--- src/verilog/ocd_defines.svh ---
// register offsets, field positions, reset values and timing counts of the clock control block
`ifndef OCD_DEFINES_SVH
`define OCD_DEFINES_SVH
`define OCD_OFF_OSC_CTRL 4'h0
`define OCD_OFF_CLK_DIV 4'h4
`define OCD_OFF_PLL_FBD 4'h8
`define OCD_OFF_FRC_TUN 4'hC
`define OCD_OFF_UNLOCK 5'h10
`define OCD_UNLOCK_KEY1 16'h5A5A
`define OCD_UNLOCK_KEY2 16'hA5A5
`define OCD_CUR_LSB 12
`define OCD_REQ_LSB 8
`define OCD_FREEZE_BIT 7
`define OCD_LOCK_BIT 5
`define OCD_FAIL_BIT 3
`define OCD_SOSC_BIT 1
`define OCD_SWREQ_BIT 0
`define OCD_ROI_BIT 15
`define OCD_DOZE_LSB 12
`define OCD_REDUCE_RATIO_ENABLE_BIT 11
`define OCD_FAST_RC_POSTDIV_LSB 8
`define OCD_POST_LSB 6
`define OCD_PRE_LSB 0
`define OCD_DOZE_RST 3'h3
`define OCD_FAST_RC_POSTDIV_RST 3'h0
`define OCD_POST_RST 2'h1
`define OCD_PRE_RST 5'h00
`define OCD_MULT_RST 9'h030
`define OCD_TRIM_RST 6'h00
`define OCD_SETTLE_CYC 4'hA
`endif

--- src/verilog/ocd_pkg.sv ---
// types of the clock control block
package ocd_pkg;
   typedef enum logic [2:0] {
      OCD_SRC_FRC, OCD_SRC_FRC_PLL, OCD_SRC_PRI, OCD_SRC_PRI_PLL,
      OCD_SRC_SEC, OCD_SRC_LOW_POWER_RC_OSC, OCD_SRC_FRC16, OCD_SRC_FRCN
   } ocd_src_t;
   typedef enum {OCD_IDLE, OCD_START, OCD_WAIT_RDY, OCD_SETTLE, OCD_CHANGE} ocd_state_t;
   typedef struct packed {
      logic [2:0] doze_ratio;
      logic doze_active;
      logic [2:0] fast_rc_postdiv;
      logic [1:0] pll_out_div;
      logic [4:0] pll_in_prediv;
      logic [8:0] pll_feedback_mult;
      logic [5:0] fast_rc_trim_code;
      logic secondary_osc_enable;
   } ocd_clk_cfg_t;
endpackage : ocd_pkg

--- src/verilog/ocd_clock_ctrl.sv ---
// oscillator select, switch sequencing and divider registers behind an axi4-lite slave
`timescale 1ns/10ps
`include "ocd_defines.svh"
module ocd_clock_ctrl import ocd_pkg::*; (
   input wire logic clock,
   input wire logic rst,
   input wire logic [2:0] cfg_initial_source,
   input wire logic switch_monitor_cfg_bit0,
   input wire logic switching_enabled,
   input wire logic fail_detect,
   input wire logic irq_event,
   input wire logic pll_locked,
   input wire logic new_src_ready,
   input wire logic new_clk_edge,
   input wire logic mux_aligned,
   input wire logic [4:0] s_axi_awaddr,
   input wire logic s_axi_awvalid,
   output logic s_axi_awready,
   input wire logic [31:0] s_axi_wdata,
   input wire logic [3:0] s_axi_wstrb,
   input wire logic s_axi_wvalid,
   output logic s_axi_wready,
   output logic [1:0] s_axi_bresp,
   output logic s_axi_bvalid,
   input wire logic s_axi_bready,
   input wire logic [4:0] s_axi_araddr,
   input wire logic s_axi_arvalid,
   output logic s_axi_arready,
   output logic [31:0] s_axi_rdata,
   output logic [1:0] s_axi_rresp,
   output logic s_axi_rvalid,
   input wire logic s_axi_rready,
   output ocd_src_t active_source,
   output logic source_enable_req,
   output logic [2:0] target_source,
   output ocd_clk_cfg_t clk_cfg
);
   logic [4:0] aw_addr;
   logic aw_full;
   logic [31:0] w_data;
   logic [3:0] w_strb;
   logic w_full;
   logic wr_go;
   logic [2:0] current_source_sel;
   logic [2:0] requested_source_sel;
   logic clock_cfg_freeze;
   logic clock_fail_flag;
   logic pll_lock_flag;
   logic secondary_osc_enable;
   logic switch_request;
   logic recover_on_irq;
   logic [2:0] doze_ratio;
   logic reduce_ratio_enable;
   logic [2:0] fast_rc_postdiv;
   logic [1:0] pll_out_div;
   logic [4:0] pll_in_prediv;
   logic [8:0] pll_feedback_mult;
   logic [5:0] fast_rc_trim_code;
   logic [1:0] unlock_stage;
   logic cfg_captured;
   logic frozen;
   logic ctrl_wr;
   logic div_wr;
   logic start_switch;
   logic switch_done;
   logic [3:0] settle_cnt;
   ocd_state_t state;
   logic [15:0] osc_ctrl_view;
   logic [15:0] rd_word;

   assign frozen = clock_cfg_freeze & switch_monitor_cfg_bit0;

   // write address and data are latched independently, so either may arrive first
   assign s_axi_awready = !aw_full;
   assign s_axi_wready = !w_full;
   assign wr_go = aw_full && w_full && !s_axi_bvalid;
   always_ff @(posedge clock or posedge rst) begin
      if (rst) begin
         aw_full <= 1'b0;
         aw_addr <= 5'h00;
      end else if (s_axi_awvalid && !aw_full) begin
         aw_full <= 1'b1;
         aw_addr <= s_axi_awaddr;
      end else if (wr_go) begin
         aw_full <= 1'b0;
      end
   end
   always_ff @(posedge clock or posedge rst) begin
      if (rst) begin
         w_full <= 1'b0;
         w_data <= 32'h0000_0000;
         w_strb <= 4'h0;
      end else if (s_axi_wvalid && !w_full) begin
         w_full <= 1'b1;
         w_data <= s_axi_wdata;
         w_strb <= s_axi_wstrb;
      end else if (wr_go) begin
         w_full <= 1'b0;
      end
   end
   always_ff @(posedge clock or posedge rst) begin
      if (rst) begin
         s_axi_bvalid <= 1'b0;
      end else if (wr_go) begin
         s_axi_bvalid <= 1'b1;
      end else if (s_axi_bready) begin
         s_axi_bvalid <= 1'b0;
      end
   end
   // ignored writes still answer okay; software sees them only by reading back
   assign s_axi_bresp = 2'h0;

   // unlock: key1 then key2 written to the unlock word arms one control write
   always_ff @(posedge clock or posedge rst) begin
      if (rst) begin
         unlock_stage <= 2'h0;
      end else if (wr_go) begin
         if (aw_addr == `OCD_OFF_UNLOCK && w_data[15:0] == `OCD_UNLOCK_KEY1) begin
            unlock_stage <= 2'h1;
         end else if (aw_addr == `OCD_OFF_UNLOCK && w_data[15:0] == `OCD_UNLOCK_KEY2 && unlock_stage == 2'h1) begin
            unlock_stage <= 2'h2;
         end else begin
            unlock_stage <= 2'h0;
         end
      end
   end
   assign ctrl_wr = wr_go && aw_addr == {1'b0, `OCD_OFF_OSC_CTRL} && unlock_stage == 2'h2;
   assign div_wr = wr_go && !frozen;

   // only the power-on reset reaches these; other resets are not ports of this block
   always_ff @(posedge clock or posedge rst) begin
      if (rst) begin
         cfg_captured <= 1'b0;
         requested_source_sel <= 3'h0;
         clock_cfg_freeze <= 1'b0;
         secondary_osc_enable <= 1'b0;
      end else if (!cfg_captured) begin
         cfg_captured <= 1'b1;
         requested_source_sel <= cfg_initial_source;
      end else if (ctrl_wr) begin
         if (w_strb[1] && !frozen) begin
            requested_source_sel <= w_data[`OCD_REQ_LSB +: 3];
         end
         if (w_strb[0]) begin
            clock_cfg_freeze <= clock_cfg_freeze | w_data[`OCD_FREEZE_BIT];
            secondary_osc_enable <= w_data[`OCD_SOSC_BIT];
         end
      end
   end

   // switch request: software sets, hardware clears; held low when switching is disabled
   assign start_switch = state == OCD_IDLE && switch_request;
   assign switch_done = state == OCD_CHANGE && mux_aligned;
   always_ff @(posedge clock or posedge rst) begin
      if (rst) begin
         switch_request <= 1'b0;
      end else if (!switching_enabled) begin
         switch_request <= 1'b0;
      end else if (ctrl_wr && w_strb[0] && w_data[`OCD_SWREQ_BIT] && !frozen) begin
         switch_request <= 1'b1;
      end else if (start_switch && requested_source_sel == current_source_sel) begin
         switch_request <= 1'b0;
      end else if (switch_done) begin
         switch_request <= 1'b0;
      end
   end

   always_ff @(posedge clock or posedge rst) begin
      if (rst) begin
         state <= OCD_IDLE;
         settle_cnt <= 4'h0;
      end else begin
         case (state)
            OCD_IDLE: begin
               if (start_switch && requested_source_sel != current_source_sel) begin
                  state <= OCD_START;
               end
            end
            OCD_START: state <= OCD_WAIT_RDY;
            OCD_WAIT_RDY: begin
               if (new_src_ready && (pll_locked || !(target_source == OCD_SRC_FRC_PLL ||
                   target_source == OCD_SRC_PRI_PLL))) begin
                  state <= OCD_SETTLE;
                  settle_cnt <= 4'h0;
               end
            end
            OCD_SETTLE: begin
               if (new_clk_edge) begin
                  settle_cnt <= settle_cnt + 4'h1;
                  if (settle_cnt == `OCD_SETTLE_CYC - 4'h1) begin
                     state <= OCD_CHANGE;
                  end
               end
            end
            OCD_CHANGE: begin
               if (mux_aligned) begin
                  state <= OCD_IDLE;
               end
            end
            default: state <= OCD_IDLE;
         endcase
      end
   end

   always_ff @(posedge clock or posedge rst) begin
      if (rst) begin
         current_source_sel <= 3'h0;
      end else if (!cfg_captured) begin
         current_source_sel <= cfg_initial_source;
      end else if (switch_done) begin
         current_source_sel <= requested_source_sel;
      end
   end
   assign target_source = requested_source_sel;
   assign source_enable_req = state == OCD_WAIT_RDY || state == OCD_SETTLE || state == OCD_CHANGE;
   assign active_source = ocd_src_t'(current_source_sel);

   // fail event wins over a software clear in the same cycle
   always_ff @(posedge clock or posedge rst) begin
      if (rst) begin
         clock_fail_flag <= 1'b0;
      end else if (fail_detect) begin
         clock_fail_flag <= 1'b1;
      end else if (state == OCD_START) begin
         clock_fail_flag <= 1'b0;
      end else if (ctrl_wr && w_strb[0] && !w_data[`OCD_FAIL_BIT]) begin
         clock_fail_flag <= 1'b0;
      end
   end
   always_ff @(posedge clock or posedge rst) begin
      if (rst) begin
         pll_lock_flag <= 1'b0;
      end else if (state == OCD_START) begin
         pll_lock_flag <= 1'b0;
      end else begin
         pll_lock_flag <= pll_locked;
      end
   end

   // divider, feedback and trim registers
   always_ff @(posedge clock or posedge rst) begin
      if (rst) begin
         recover_on_irq <= 1'b0;
         doze_ratio <= `OCD_DOZE_RST;
         fast_rc_postdiv <= `OCD_FAST_RC_POSTDIV_RST;
         pll_out_div <= `OCD_POST_RST;
         pll_in_prediv <= `OCD_PRE_RST;
         pll_feedback_mult <= `OCD_MULT_RST;
         fast_rc_trim_code <= `OCD_TRIM_RST;
      end else if (div_wr) begin
         if (aw_addr == {1'b0, `OCD_OFF_CLK_DIV}) begin
            if (w_strb[1]) begin
               recover_on_irq <= w_data[`OCD_ROI_BIT];
               doze_ratio <= w_data[`OCD_DOZE_LSB +: 3];
               fast_rc_postdiv <= w_data[`OCD_FAST_RC_POSTDIV_LSB +: 3];
            end
            if (w_strb[0]) begin
               pll_out_div <= w_data[`OCD_POST_LSB +: 2];
               pll_in_prediv <= w_data[`OCD_PRE_LSB +: 5];
            end
         end
         if (aw_addr == {1'b0, `OCD_OFF_PLL_FBD}) begin
            if (w_strb[1]) begin
               pll_feedback_mult[8] <= w_data[8];
            end
            if (w_strb[0]) begin
               pll_feedback_mult[7:0] <= w_data[7:0];
            end
         end
         if (aw_addr == {1'b0, `OCD_OFF_FRC_TUN} && w_strb[0]) begin
            fast_rc_trim_code <= w_data[5:0];
         end
      end
   end
   always_ff @(posedge clock or posedge rst) begin
      if (rst) begin
         reduce_ratio_enable <= 1'b0;
      end else if (irq_event && recover_on_irq) begin
         reduce_ratio_enable <= 1'b0;
      end else if (div_wr && aw_addr == {1'b0, `OCD_OFF_CLK_DIV} && w_strb[1]) begin
         reduce_ratio_enable <= w_data[`OCD_REDUCE_RATIO_ENABLE_BIT];
      end
   end
   always_ff @(posedge clock or posedge rst) begin
      if (rst) begin
         clk_cfg <= '0;
      end else begin
         clk_cfg.doze_ratio <= reduce_ratio_enable ? doze_ratio : 3'h0;
         clk_cfg.doze_active <= reduce_ratio_enable;
         clk_cfg.fast_rc_postdiv <= fast_rc_postdiv;
         clk_cfg.pll_out_div <= pll_out_div;
         clk_cfg.pll_in_prediv <= pll_in_prediv;
         clk_cfg.pll_feedback_mult <= pll_feedback_mult;
         clk_cfg.fast_rc_trim_code <= fast_rc_trim_code;
         clk_cfg.secondary_osc_enable <= secondary_osc_enable;
      end
   end

   // read side; unimplemented bits are zero
   assign osc_ctrl_view = {1'b0, current_source_sel, 1'b0, requested_source_sel, clock_cfg_freeze, 1'b0,
                           pll_lock_flag, 1'b0, clock_fail_flag, 1'b0, secondary_osc_enable, switch_request};
   always_comb begin
      case (s_axi_araddr)
         {1'b0, `OCD_OFF_OSC_CTRL}: rd_word = osc_ctrl_view;
         {1'b0, `OCD_OFF_CLK_DIV}: rd_word = {recover_on_irq, doze_ratio, reduce_ratio_enable, fast_rc_postdiv,
                                              pll_out_div, 1'b0, pll_in_prediv};
         {1'b0, `OCD_OFF_PLL_FBD}: rd_word = {7'h00, pll_feedback_mult};
         {1'b0, `OCD_OFF_FRC_TUN}: rd_word = {10'h000, fast_rc_trim_code};
         default: rd_word = 16'h0000;
      endcase
   end
   assign s_axi_arready = !s_axi_rvalid;
   always_ff @(posedge clock or posedge rst) begin
      if (rst) begin
         s_axi_rvalid <= 1'b0;
         s_axi_rdata <= 32'h0000_0000;
         s_axi_rresp <= 2'h0;
      end else if (s_axi_arvalid && !s_axi_rvalid) begin
         s_axi_rvalid <= 1'b1;
         s_axi_rdata <= {16'h0000, rd_word};
         s_axi_rresp <= (s_axi_araddr[1:0] != 2'h0 || s_axi_araddr > `OCD_OFF_UNLOCK) ? 2'h2 : 2'h0;
      end else if (s_axi_rready) begin
         s_axi_rvalid <= 1'b0;
      end
   end

   switch_clears_a: assert property (@(posedge clock) disable iff (rst)
      switch_done |=> !switch_request && current_source_sel == $past(requested_source_sel))
      else $error("switch completion did not update source");
   fail_set_a: assert property (@(posedge clock) disable iff (rst)
      fail_detect |=> clock_fail_flag) else $error("fail flag not set");
   locked_write_a: assert property (@(posedge clock) disable iff (rst)
      wr_go && aw_addr == 5'h00 && unlock_stage != 2'h2 && cfg_captured |=> $stable(requested_source_sel))
      else $error("control write accepted without unlock");
   roi_clear_a: assert property (@(posedge clock) disable iff (rst)
      irq_event && recover_on_irq |=> !reduce_ratio_enable) else $error("ratio not recovered");
   redundant_abort_a: assert property (@(posedge clock) disable iff (rst)
      start_switch && requested_source_sel == current_source_sel && switching_enabled |=> !switch_request)
      else $error("redundant switch not aborted");
   start_clears_a: assert property (@(posedge clock) disable iff (rst)
      state == OCD_START && !fail_detect |=> !clock_fail_flag && !pll_lock_flag)
      else $error("flags not cleared at switch start");
   settle_wait_a: assert property (@(posedge clock) disable iff (rst)
      $rose(state == OCD_SETTLE) |-> state != OCD_CHANGE [*8] ##1 state != OCD_CHANGE [*2])
      else $error("settle too short");
   ratio_forced_a: assert property (@(posedge clock) disable iff (rst)
      !reduce_ratio_enable |=> clk_cfg.doze_ratio == 3'h0) else $error("ratio not 1:1");
   frozen_div_a: assert property (@(posedge clock) disable iff (rst)
      frozen && !irq_event |=> $stable(pll_feedback_mult) && $stable(pll_in_prediv))
      else $error("frozen configuration changed");
endmodule : ocd_clock_ctrl

--- config.mk ---
export PLATFORM = sky130hd
export DESIGN_NAME = ocd_clock_ctrl
export DESIGN_NICKNAME = d
export VERILOG_FILES = /design/src/verilog/ocd_pkg.sv /design/src/verilog/ocd_clock_ctrl.sv
export VERILOG_INCLUDE_DIRS = /design/src /design/src/verilog
export SDC_FILE = /design/constraint.sdc
export NUM_CORES = 1
export LEC_CHECK = 0
export ABC_AREA = 0
export BUFFER_PORTS_ARGS = -buffer_cell sky130_fd_sc_hd__buf_2
export CAP_MARGIN = 30
export CORE_MARGIN = 2
export CORE_UTILIZATION = 52
export DETAILED_ROUTE_END_ITERATION = 7
export PLACE_DENSITY_LB_ADDON = 0.1
export SLEW_MARGIN = 10
export SYNTH_ARGS = -nofsm -noshare
export SYNTH_HDL_FRONTEND = slang
export SYNTH_SLANG_ARGS = --single-unit
--- constraint.sdc ---
create_clock -name clock -period 6.3 [get_ports clock]
set_input_delay 0.315 -clock clock [delete_from_list [all_inputs] [get_ports clock]]
set_output_delay 0.315 -clock clock [all_outputs]
set_load 0.01 [all_outputs]
==> results.ini, run 1 <==
[outcome]
outcome = complete, no violations

[yosys]
ys_seq_area_frac = 0.607
yosys.area.top_type_share = 0.581
synth_cell_types = 53
ys_seq_elements = 125
yosys.area.top_type = dfrtp_1
syn_inst = 394
syn_area_um2 = 5170
synth_edf_count = 0
synth_area_per_cell_um2 = 13.1
async_reset_ff_frac = 1.00
synth_ff_type = dfrtp_1
synth_area_leaders = dfrtp_1 (58%), mux2_2 (13%), buf_4 (2.8%)
synth-warning-count = 0

[worst_setup_path]
r2r_slack_ns = 4.06
r2r_start = s_axi_bvalid
critPathKind = reg2reg
arrival_ns = 2.63
cp-end-kind = flip-flop
worst-path-max-fanout = 7
reg2reg_to = fast_rc_trim_code[3]
ff2ff_path_depth = 4
cp-start-kind = flip-flop
required_ns = 6.69

[timing]
clock_skew_ns = 0.00846
slew_headroom = 0.467
rsz0062_at_grt = no
final.setup.tns_ns = 0
hold_viol = 0
holdWs_ns = 0.0115
min_period_ns = 2.24
maxSlewViolCount = 0
finalCritPeriodShare = 0.356
fmax_mhz = 446
setup_violations = 0
tightestPinTransition_ns = 0.800

[placement]
portBuffers = 104
gp_congestion = 0.821
postPlaceCellArea_um2 = 5750
dp_hpwl_um = 7650

[cells_and_area]
drive_gt1_frac = 0.406
finish.instance_area_um2 = 6390
num-nets-final = 578
fillers = 786
area_delta_synth_final_pct = 23.8
regArea_um2 = 3130
multi_input_area_um2 = 1870
n_antenna_cell = 0

[clocking]
clock_latency_ns = 0.51
post-cts-setup-buffers = 0
htreeDepth = 4
cts_tree = yes
clock_sinks = 125
cts.clk_slew.worst_paths_ns = 0.06
cts_resized = 0
numCtsBuffers = 17
cts_max_path_buffers = 2
cts-root-buf = clkbuf_8

[floorplan]
ios = 142
rows = 36
start_util = 0.531
core-area_um2 = 9730
die_w_um = 104
die_h_um = 104
dieArea_um2 = 10800

[routing]
first_pass_iters = 4
drcViolationCount = 0
dr_total_vias = 3476
avgViaCountPerCell = 5.28
wire_per_inst_um = 17.1
drtIter0Drc = 144
routed_wl_um = 11300
ant_nets = 0

[global_route]
antenna_found_initial = 0
grt_pass1_vias = 3528
grt_usage = 0.225
grt_max_degree = 79
grt_pass1_wl_um = 18500
grt_overflow = 0

[worst_hold_path]
min_path_cells = 3
min_path_type = in2reg
hold_start = s_axi_wdata[7]
hold_path_end = w_data[7]

[pwr]
power_mw = 2.69
power.density_nw_per_um2 = 421
ir_drop_v = 0.000225
leakage_nw = 3.14

[job]
cap_violations = 0

[kinds of logic after synthesis]
logic type               after synthesis  share of synthesized area
multiplexers                          69                      0.155
other                                  2                    0.00145
buffers and inverters                 42                     0.0448
AND/OR/NAND/NOR                       95                      0.108
AO/OA/AOI/OAI                         55                     0.0722
flip-flops                           125                      0.607
XOR/XNOR                               4                    0.00678
adder cells (fa/ha/maj)                2                    0.00484
[area by class of cell]
type,instances,area share
Clock buffer,18,0.0653
Clock inverter,14,0.0229
Multi-Input combinational cell,245,0.292
Timing Repair Buffer,113,0.0970
Sequential cell,125,0.490
Tap cell,133,0.0260
Inverter,10,0.00626
[cells in the mapped netlist (3+ instances only)]
| cell | count |
|---|---|
| a22oi_1 | 3 |
| nand4_1 | 9 |
| xor2_1 | 3 |
| o21ai_0 | 17 |
| nor2_1 | 18 |
| a22o_1 | 9 |
| and2_1 | 6 |
| a31oi_1 | 3 |
| dfstp_2 | 5 |
| nor2b_1 | 6 |
| or4_1 | 3 |
| dfrtp_1 | 120 |
| mux2_2 | 59 |
| a21oi_1 | 8 |
| nand3b_1 | 5 |
| mux4_2 | 3 |
| buf_4 | 19 |
| clkbuf_1 | 9 |
| nand2b_1 | 3 |
| mux2i_1 | 7 |
| nand2_1 | 18 |
| nor4_1 | 4 |
| nand3_1 | 4 |
| inv_1 | 10 |
[where the power goes]
part           total (mW)  internal [mW]  switching (mW)
Combinational       0.497          0.268           0.229
Sequential           1.28           1.04           0.240
Clock               0.918          0.562           0.356
Total                2.69           1.87           0.825
[worst max-delay path, cell delays in order, from the launching register on]
cell and delay [ns]:
dfrtp_1 0.40, nand3b_1 0.32, a21oi_2 0.35, nand4_1 0.56
mux2_2 0.48
[worst max path at each step]
stage / from / end / slack [ns] / cells after the start
3_3_place_gp: s_axi_rvalid / s_axi_rdata[9] / 4.16 / 4
5_1_grt: s_axi_rvalid / s_axi_rdata[10] / 3.92 / 4
6_report: s_axi_bvalid / fast_rc_trim_code[3] / 4.06 / 4
2_1_floorplan: rst / active_source[0] / 2.67 / 1
3_5_place_dp: s_axi_rvalid / s_axi_rdata[13] / 4.11 / 4
4_1_cts: s_axi_rvalid / s_axi_rdata[13] / 4.10 / 4
[layer usage]
metal	track usage	part of all wire
met3	0.0661	0.063
met1	0.302	0.44
met4	0.0695	0.013
met2	0.357	0.49
met5	0	0
[registers in the layout, indices dropped and copies added (netlist names), 4 cells and up]
signal,flops
settle_cnt,4
pll_in_prediv,5
fast_rc_trim_code,6
clk_cfg,30
aw_addr,5
pll_feedback_mult,9
s_axi_rdata,16
w_data,16
[layout by cell type (no fill, tap or decap), types with 3 or more instances in the layout]
cell type      netlist  layout
mux4_2               3       3
nor2_1              18      18
conb_1               2      20
nand4_1              9       9
or4_1                3       3
a22oi_1              3       3
nor2b_1              6       6
xor2_1               3       3
nand3b_1             5       5
a31oi_1              3       3
o21ai_0             17      17
clkbuf_16            0      16
nand3_1              4       4
a21oi_1              8       8
buf_2                2     104
nand2_1             18      18
dlygate4sd3_1        0       5
a22o_1               9       9
inv_1               10       9
nand2b_1             3       3
dfstp_2              5       5
dfrtp_1            120     120
clkinvlp_4           0       3
mux2i_1              7       7
mux2_2              59      59
clkinv_2             0       4
buf_4               19       3
nor4_1               4       4
clkinv_4             0       4
and2_1               6       6
[repair_timing]
item	CTS	global route
hold buffers	5	0
setup endpoints to repair	0	0
endpoints found under the hold margin	49	0
[stage by stage]
step           setup slack (ns)  cells  utilization
6_report                   4.06    658        0.657
4_1_cts                    4.10    657        0.654
3_3_place_gp               4.16    620        0.591
5_1_grt                    3.92    658        0.657
2_1_floorplan              2.67    412            -
3_5_place_dp               4.11    620        0.591
No activity file was read; power rests on OpenSTA's default activity.
==> run 2, diff against run 1 <==
--- a/config.mk
+++ b/config.mk
@@ -10,7 +10,7 @@
 export BUFFER_PORTS_ARGS = -buffer_cell sky130_fd_sc_hd__buf_2
 export CAP_MARGIN = 30
 export CORE_MARGIN = 2
-export CORE_UTILIZATION = 52
+export CORE_UTILIZATION = 47
 export DETAILED_ROUTE_END_ITERATION = 7
 export PLACE_DENSITY_LB_ADDON = 0.1
 export SLEW_MARGIN = 10
==> constraint.sdc (replaced) <==
create_clock -name clock -period 1.8 [get_ports clock]
set_input_delay 0.09 -clock clock [delete_from_list [all_inputs] [get_ports clock]]
set_output_delay 0.09 -clock clock [all_outputs]
set_load 0.01 [all_outputs]
==> run 2 against run 1 <==
Clock-buffer cell count is 3 higher. Largest cell class unchanged. Maximum frequency is 27% higher. Non-clock buffer count up 65. Critical path type unchanged. First-iteration DRC count fell by 15%. Sequential share of layout area decreased by 4.8 points. Critical path depth increased by 2.
==> results.ini, run 2 (synthesized netlist as in run 1, its figures left out) <==
[worst_setup_path]
cp-start-kind = flip-flop
r2r_slack_ns = 0.04  ; -4.02 ns
crit_start = aw_addr[3]
required_ns = 2.20  ; -4.49 ns
ff2ff_path_depth = 6  ; +2
arrival_ns = 2.16  ; -0.47 ns
cp-end-kind = flip-flop
cp-endpoint = pll_in_prediv[0]
reg2reg_to = pll_in_prediv[0]
worst-path-max-fanout = 7  ; unchanged
critPathKind = reg2reg
r2r_start = aw_addr[3]

[routing]
avgViaCountPerCell = 5.10  ; -3.5%
ant_nets = 0  ; unchanged
wire_per_inst_um = 16.6  ; -3.1%
routed_wl_um = 12100  ; +7.5%
first_pass_iters = 5  ; +1
dr_total_vias = 3722  ; +7.1%
drcViolationCount = 0  ; unchanged
drtIter0Drc = 123  ; -15%

[job]
cap_violations = 0  ; unchanged

[cells_and_area]
largest_register_ffs = 30  ; unchanged
fillers = 854  ; +8.7%
drive_gt1_frac = 0.417  ; +0.0112
final_cell_mix = dfrtp_1 (120), buf_2 (104), mux2_2 (59)
finish.instance_area_um2 = 7100  ; +11%
num-nets-final = 643  ; +11%
final_common_cell = dfrtp_1
area_delta_synth_final_pct = 37.3
top_register = clk_cfg
top_regs = clk_cfg (30), s_axi_rdata (16), w_data (16)
n_antenna_cell = 0  ; unchanged

[clocking]
cts.clk_slew.worst_paths_ns = 0.06  ; about the same
cts-root-buf = clkbuf_8
clock_latency_ns = 0.52  ; about the same
numCtsBuffers = 17  ; unchanged
cts_tree = yes
clock_sinks = 125  ; unchanged
cts_max_path_buffers = 2  ; unchanged
htreeDepth = 4  ; unchanged

[placement]
dp_hpwl_um = 8580  ; +12%
gp_congestion = 0.774  ; -5.7%
portBuffers = 104  ; unchanged
postPlaceCellArea_um2 = 6000  ; +4.2%

[pwr]
ir_drop_v = 0.000687  ; +210%
power_mw = 10.0  ; +270%
leakage_nw = 3.45  ; +9.8%
power.density_nw_per_um2 = 1410  ; +240%

[timing]
clock_skew_ns = 0.0147  ; +0.00622 ns
fmax_mhz = 567  ; +27%
setup_violations = 0  ; unchanged
final.setup.tns_ns = 0  ; unchanged
rsz0062_at_grt = yes
min_period_ns = 1.76  ; -0.480 ns
hold_viol = 0  ; unchanged
finalCritPeriodShare = 0.980  ; +0.624
maxSlewViolCount = 0  ; unchanged

[floorplan]
dieArea_um2 = 11800  ; +10%
die_w_um = 109  ; +5.0%
core-area_um2 = 10800  ; +11%
rows = 38  ; +5.6%
die_h_um = 109  ; +5.0%
start_util = 0.479  ; -0.0523
ios = 142  ; unchanged

[global_route]
grt_pass1_vias = 3678  ; +4.3%
grt_pass1_wl_um = 18900  ; +2.0%
busiest_layer = met2
grt_usage = 0.219  ; -0.00584
use_met3 = 0.0562  ; -0.00989
grtUsageMet2 = 0.350  ; -0.00670
antenna_found_initial = 0  ; unchanged
use_met1 = 0.275  ; -0.0270
grt_max_degree = 53  ; -33%
grt_overflow = 0  ; unchanged

[worst_hold_path]
hold_start = switch_monitor_cfg_bit0
min_path_type = in2reg

[outcome]
outcome = complete, no violations

==> run 2: metal layers <==
layer  share of wire  up-vias
li1                -     1749
met1            0.42     1832
met2            0.50      113
met3           0.043       28
met4           0.030        0
met5               0        -
==> run 2: worst min path at each step <==
stage	to	slack (ns)	cells after the start
6_report	target_source[2]	0.05	4
2_1_floorplan	reduce_ratio_enable	0.18	1
3_3_place_gp	fast_rc_trim_code[5]	0.1	2
4_1_cts	target_source[0]	0.01	4
3_5_place_dp	fast_rc_trim_code[5]	0.1	2
5_1_grt	target_source[2]	0.07	4
==> run 2: power by group <==
group | internal, mW | switching, mW | total [mW]
Clock | 2.17 | 1.20 | 3.37
Combinational | 1.24 | 1.05 | 2.29
Sequential | 3.63 | 0.730 | 4.36
==> run 2: layout make-up <==
| class | instances | area [µm²] | area share |
|---|---|---|---|
| clock buffers | 21 | 449 | 0.0633 |
| clock inverters | 11 | 143 | 0.0201 |
| inverters | 10 | 41.3 | 0.00582 |
| multi-input cells | 245 | 1930 | 0.272 |
| flip-flops and latches | 125 | 3130 | 0.442 |
| well taps | 140 | 175 | 0.0247 |
| repair buffers | 178 | 1230 | 0.173 |
==> run 2: what timing repair did <==
item | in CTS | in global routing
buffers inserted | 0 | 4
setup endpoints to repair | 8 | 12
hold buffers | 41 | 0
pin swaps | 0 | 4
hold endpoints to repair | 162 | 0
cloned | 0 | 0
resized for setup | 1 | 12
==> run 2: through the flow <==
step                      utilization  setup WS [ns]  hold slack [ns]  cells
after floorplan                     -         0.0535            0.181    412
after global placement          0.556       0.000984           0.0998    653
after detailed placement        0.556        -0.0481           0.0999    653
after CTS                       0.649        0.00859           0.0123    726
after global routing            0.658        -0.0372           0.0690    730
final                           0.658         0.0365           0.0456    730
==> run 2: critical path: stages (launching register included) <==
cell	delay [ns]
dfrtp_1	0.38
buf_4	0.16
nor4_4	0.36
buf_4	0.19
nand4_4	0.10
buf_8	0.18
mux2_2	0.27
==> run 3, diff against run 2 <==
==> constraint.sdc (replaced) <==
create_clock -name clock -period 1.8 [get_ports clock]
set_input_delay 0.27 -clock clock [delete_from_list [all_inputs] [get_ports clock]]
set_output_delay 0.27 -clock clock [all_outputs]
set_load 0.01 [all_outputs]
==> run 3 against run 2 <==
Die area is the same. First-iteration DRC count grew 50%. Combinational power shrank 2%. Routed wire length shrank 1.5%. Global-route usage shrank 0.55 points. Power shrank 3.0%. Worst hold slack lost 0.016 ns. Register-to-register slack is essentially flat. Worst setup slack gained 0.0048 ns. Sequential power is essentially flat. Utilization shrank 1.7 points. Via count shrank 2.4%.
==> results.ini, run 3 (synthesized netlist as in run 1, its figures left out) <==
[floorplan]
die_h_um = 109  ; unchanged
core-area_um2 = 10800  ; unchanged
ios = 142  ; unchanged
dieArea_um2 = 11800  ; unchanged
rows = 38  ; unchanged
start_util = 0.479  ; unchanged
die_w_um = 109  ; unchanged

[cells_and_area]
multi_input_area_um2 = 1930  ; +0.26%
final_cell_mix = dfrtp_1 (120), buf_2 (104), mux2_2 (59)
drive_gt1_frac = 0.420  ; +0.00319
fin_util = 0.641  ; -0.0168
fillers = 842  ; -1.4%
top_regs = clk_cfg (30), s_axi_rdata (16), w_data (16)
area_delta_synth_final_pct = 33.8
largest_register_ffs = 30  ; unchanged
num-nets-final = 629  ; -2.2%
regArea_um2 = 3130  ; unchanged
final_common_cell = dfrtp_1
n_antenna_cell = 0  ; unchanged
top_register = clk_cfg

[worst_setup_path]
worst-path-max-fanout = 5  ; -2
max_stage_delay_ns = 0.38  ; about the same
r2r_start = aw_addr[3]
path_delay_family = simple AND/OR/NAND/NOR gates
crit_chain = buf_4, nor4_4, nand4_1, or2_4, a31o_4
cp-end-kind = flip-flop
required_ns = 2.20  ; about the same
slowest_stage = dfrtp_1
crit_buf_inv = 1  ; -2
cp-start-kind = flip-flop
critPathKind = reg2reg
crit_start = aw_addr[3]
arrival_ns = 2.16  ; about the same

[routing]
dr_total_vias = 3632  ; -2.4%
ant_nets = 0  ; unchanged
drtIter0Drc = 185  ; +50%
avgViaCountPerCell = 5.07  ; -0.51%
drcViolationCount = 0  ; unchanged
wire_per_inst_um = 16.7  ; +0.44%
first_pass_iters = 5  ; unchanged
routed_wl_um = 11900  ; -1.5%

[pwr]
power.density_nw_per_um2 = 1400  ; -0.48%
power_mw = 9.72  ; -3.0%
ir_drop_v = 0.000732  ; +6.5%
leakage_nw = 3.38  ; -2.1%

[global_route]
use_met3 = 0.0610  ; +0.00478
antenna_found_initial = 0  ; unchanged
grt_usage = 0.213  ; -0.00546
grt_max_degree = 126  ; +140%
busiest_layer = met2
grtUsageMet2 = 0.353  ; +0.00223
use_met1 = 0.276  ; +0.00133
grt_overflow = 0  ; unchanged
grt_pass1_vias = 3590  ; -2.4%
grt_pass1_wl_um = 18600  ; -1.7%

[timing]
hold_viol = 0  ; unchanged
clock_skew_ns = 0.00905  ; -0.00563 ns
rsz0062_at_grt = yes
slew_headroom = 0.568
tightestPinTransition_ns = 0.648
min_period_ns = 1.76  ; -0.00475 ns
setup_violations = 0  ; unchanged
maxSlewViolCount = 0  ; unchanged
holdWs_ns = 0.0295  ; -0.0161 ns
timing.final.ws_setup_ns = 0.0413  ; +0.00475 ns
finalCritPeriodShare = 0.977  ; -0.00264
fmax_mhz = 569  ; +0.27%

[outcome]
outcome = complete, no violations

[placement]
portBuffers = 104  ; unchanged
dp_hpwl_um = 8300  ; -3.3%
dpl_worst_slack_ns = -0.0973  ; -0.0491 ns
gp_congestion = 0.810  ; +4.6%

[clocking]
cts_tree = yes
htreeDepth = 4  ; unchanged
numCtsBuffers = 17  ; unchanged
clock_sinks = 125  ; unchanged
cts-root-buf = clkbuf_8
clock_latency_ns = 0.51  ; about the same
cts.clk_slew.worst_paths_ns = 0.06  ; about the same
cts_max_path_buffers = 2  ; unchanged

[worst_hold_path]
hold_start = cfg_initial_source[0]
min_path_type = in2reg

[job]
cap_violations = 0  ; unchanged

-- run 3: cell count changes in the layout (fill, tap and decap cells not counted), sizes merged --
cell	previous run	this run
buf	137	132
bufinv	3	1
clkbuf	21	22
clkinv	3	6
clkinvlp	6	4
dlygate4sd3	41	32
-- run 3: cell type report --
| type | instances | area share |
|---|---|---|
| Sequential cell | 125 | 0.453 |
| Multi-Input combinational cell | 245 | 0.279 |
| Timing Repair Buffer | 164 | 0.156 |
| Clock buffer | 22 | 0.0669 |
| Tap cell | 140 | 0.0253 |
| Clock inverter | 10 | 0.0130 |
| Inverter | 10 | 0.00597 |
-- run 3: final timing paths --
path | endpoint | slack [ns] | depth (start not counted)
worst max-delay path | clock_fail_flag | 0.04 | 5
worst min-delay path | active_source[0] | 0.03 | 3
worst max register to register | clock_fail_flag | 0.04 | 5
worst min register to register | clk_cfg[20] | 0.38 | 0
max in group asynchronous | clk_cfg[29] | 0.82 | 4
min in group asynchronous | s_axi_rdata[3] | 0.49 | 4
-- run 3: worst reg2reg max path: cells and delay by family, from the launching register on --
family | cells | cell delay, ns
AND/OR/NAND/NOR | 3 | 0.90
flip-flops | 1 | 0.38
AO/OA/AOI/OAI | 1 | 0.21
buffers and inverters | 1 | 0.15
-- run 3: power by group --
part / switching (mW) / internal (mW)
clock: 1.18 / 1.93
combinational: 1.03 / 1.21
sequential: 0.736 / 3.63
total: 2.94 / 6.77
-- run 3: metal layers --
| layer | routed length, µm | share of wire |
|---|---|---|
| met4 | 77 | 0.0065 |
| met1 | 5300 | 0.44 |
| met5 | 0 | 0 |
| met3 | 453 | 0.038 |
| met2 | 6110 | 0.51 |
-- run 3: stage by stage --
step                      std cells  setup TNS [ns]  instance area [µm²]
after floorplan                 412          -0.624                 5240
after global placement          651         -0.0593                 5970
after detailed placement        651          -0.656                 5970
after CTS                       715               0                 6850
after global routing            716         -0.0556                 6920
final                           716               0                 6920
-- run 3: repair_timing --
item | CTS | global route
setup endpoints to repair | 9 | 12
hold endpoints to repair | 151 | 0
pin swaps | 0 | 7
resized for setup | 2 | 11
hold buffers | 32 | 0
buffers inserted | 0 | 1
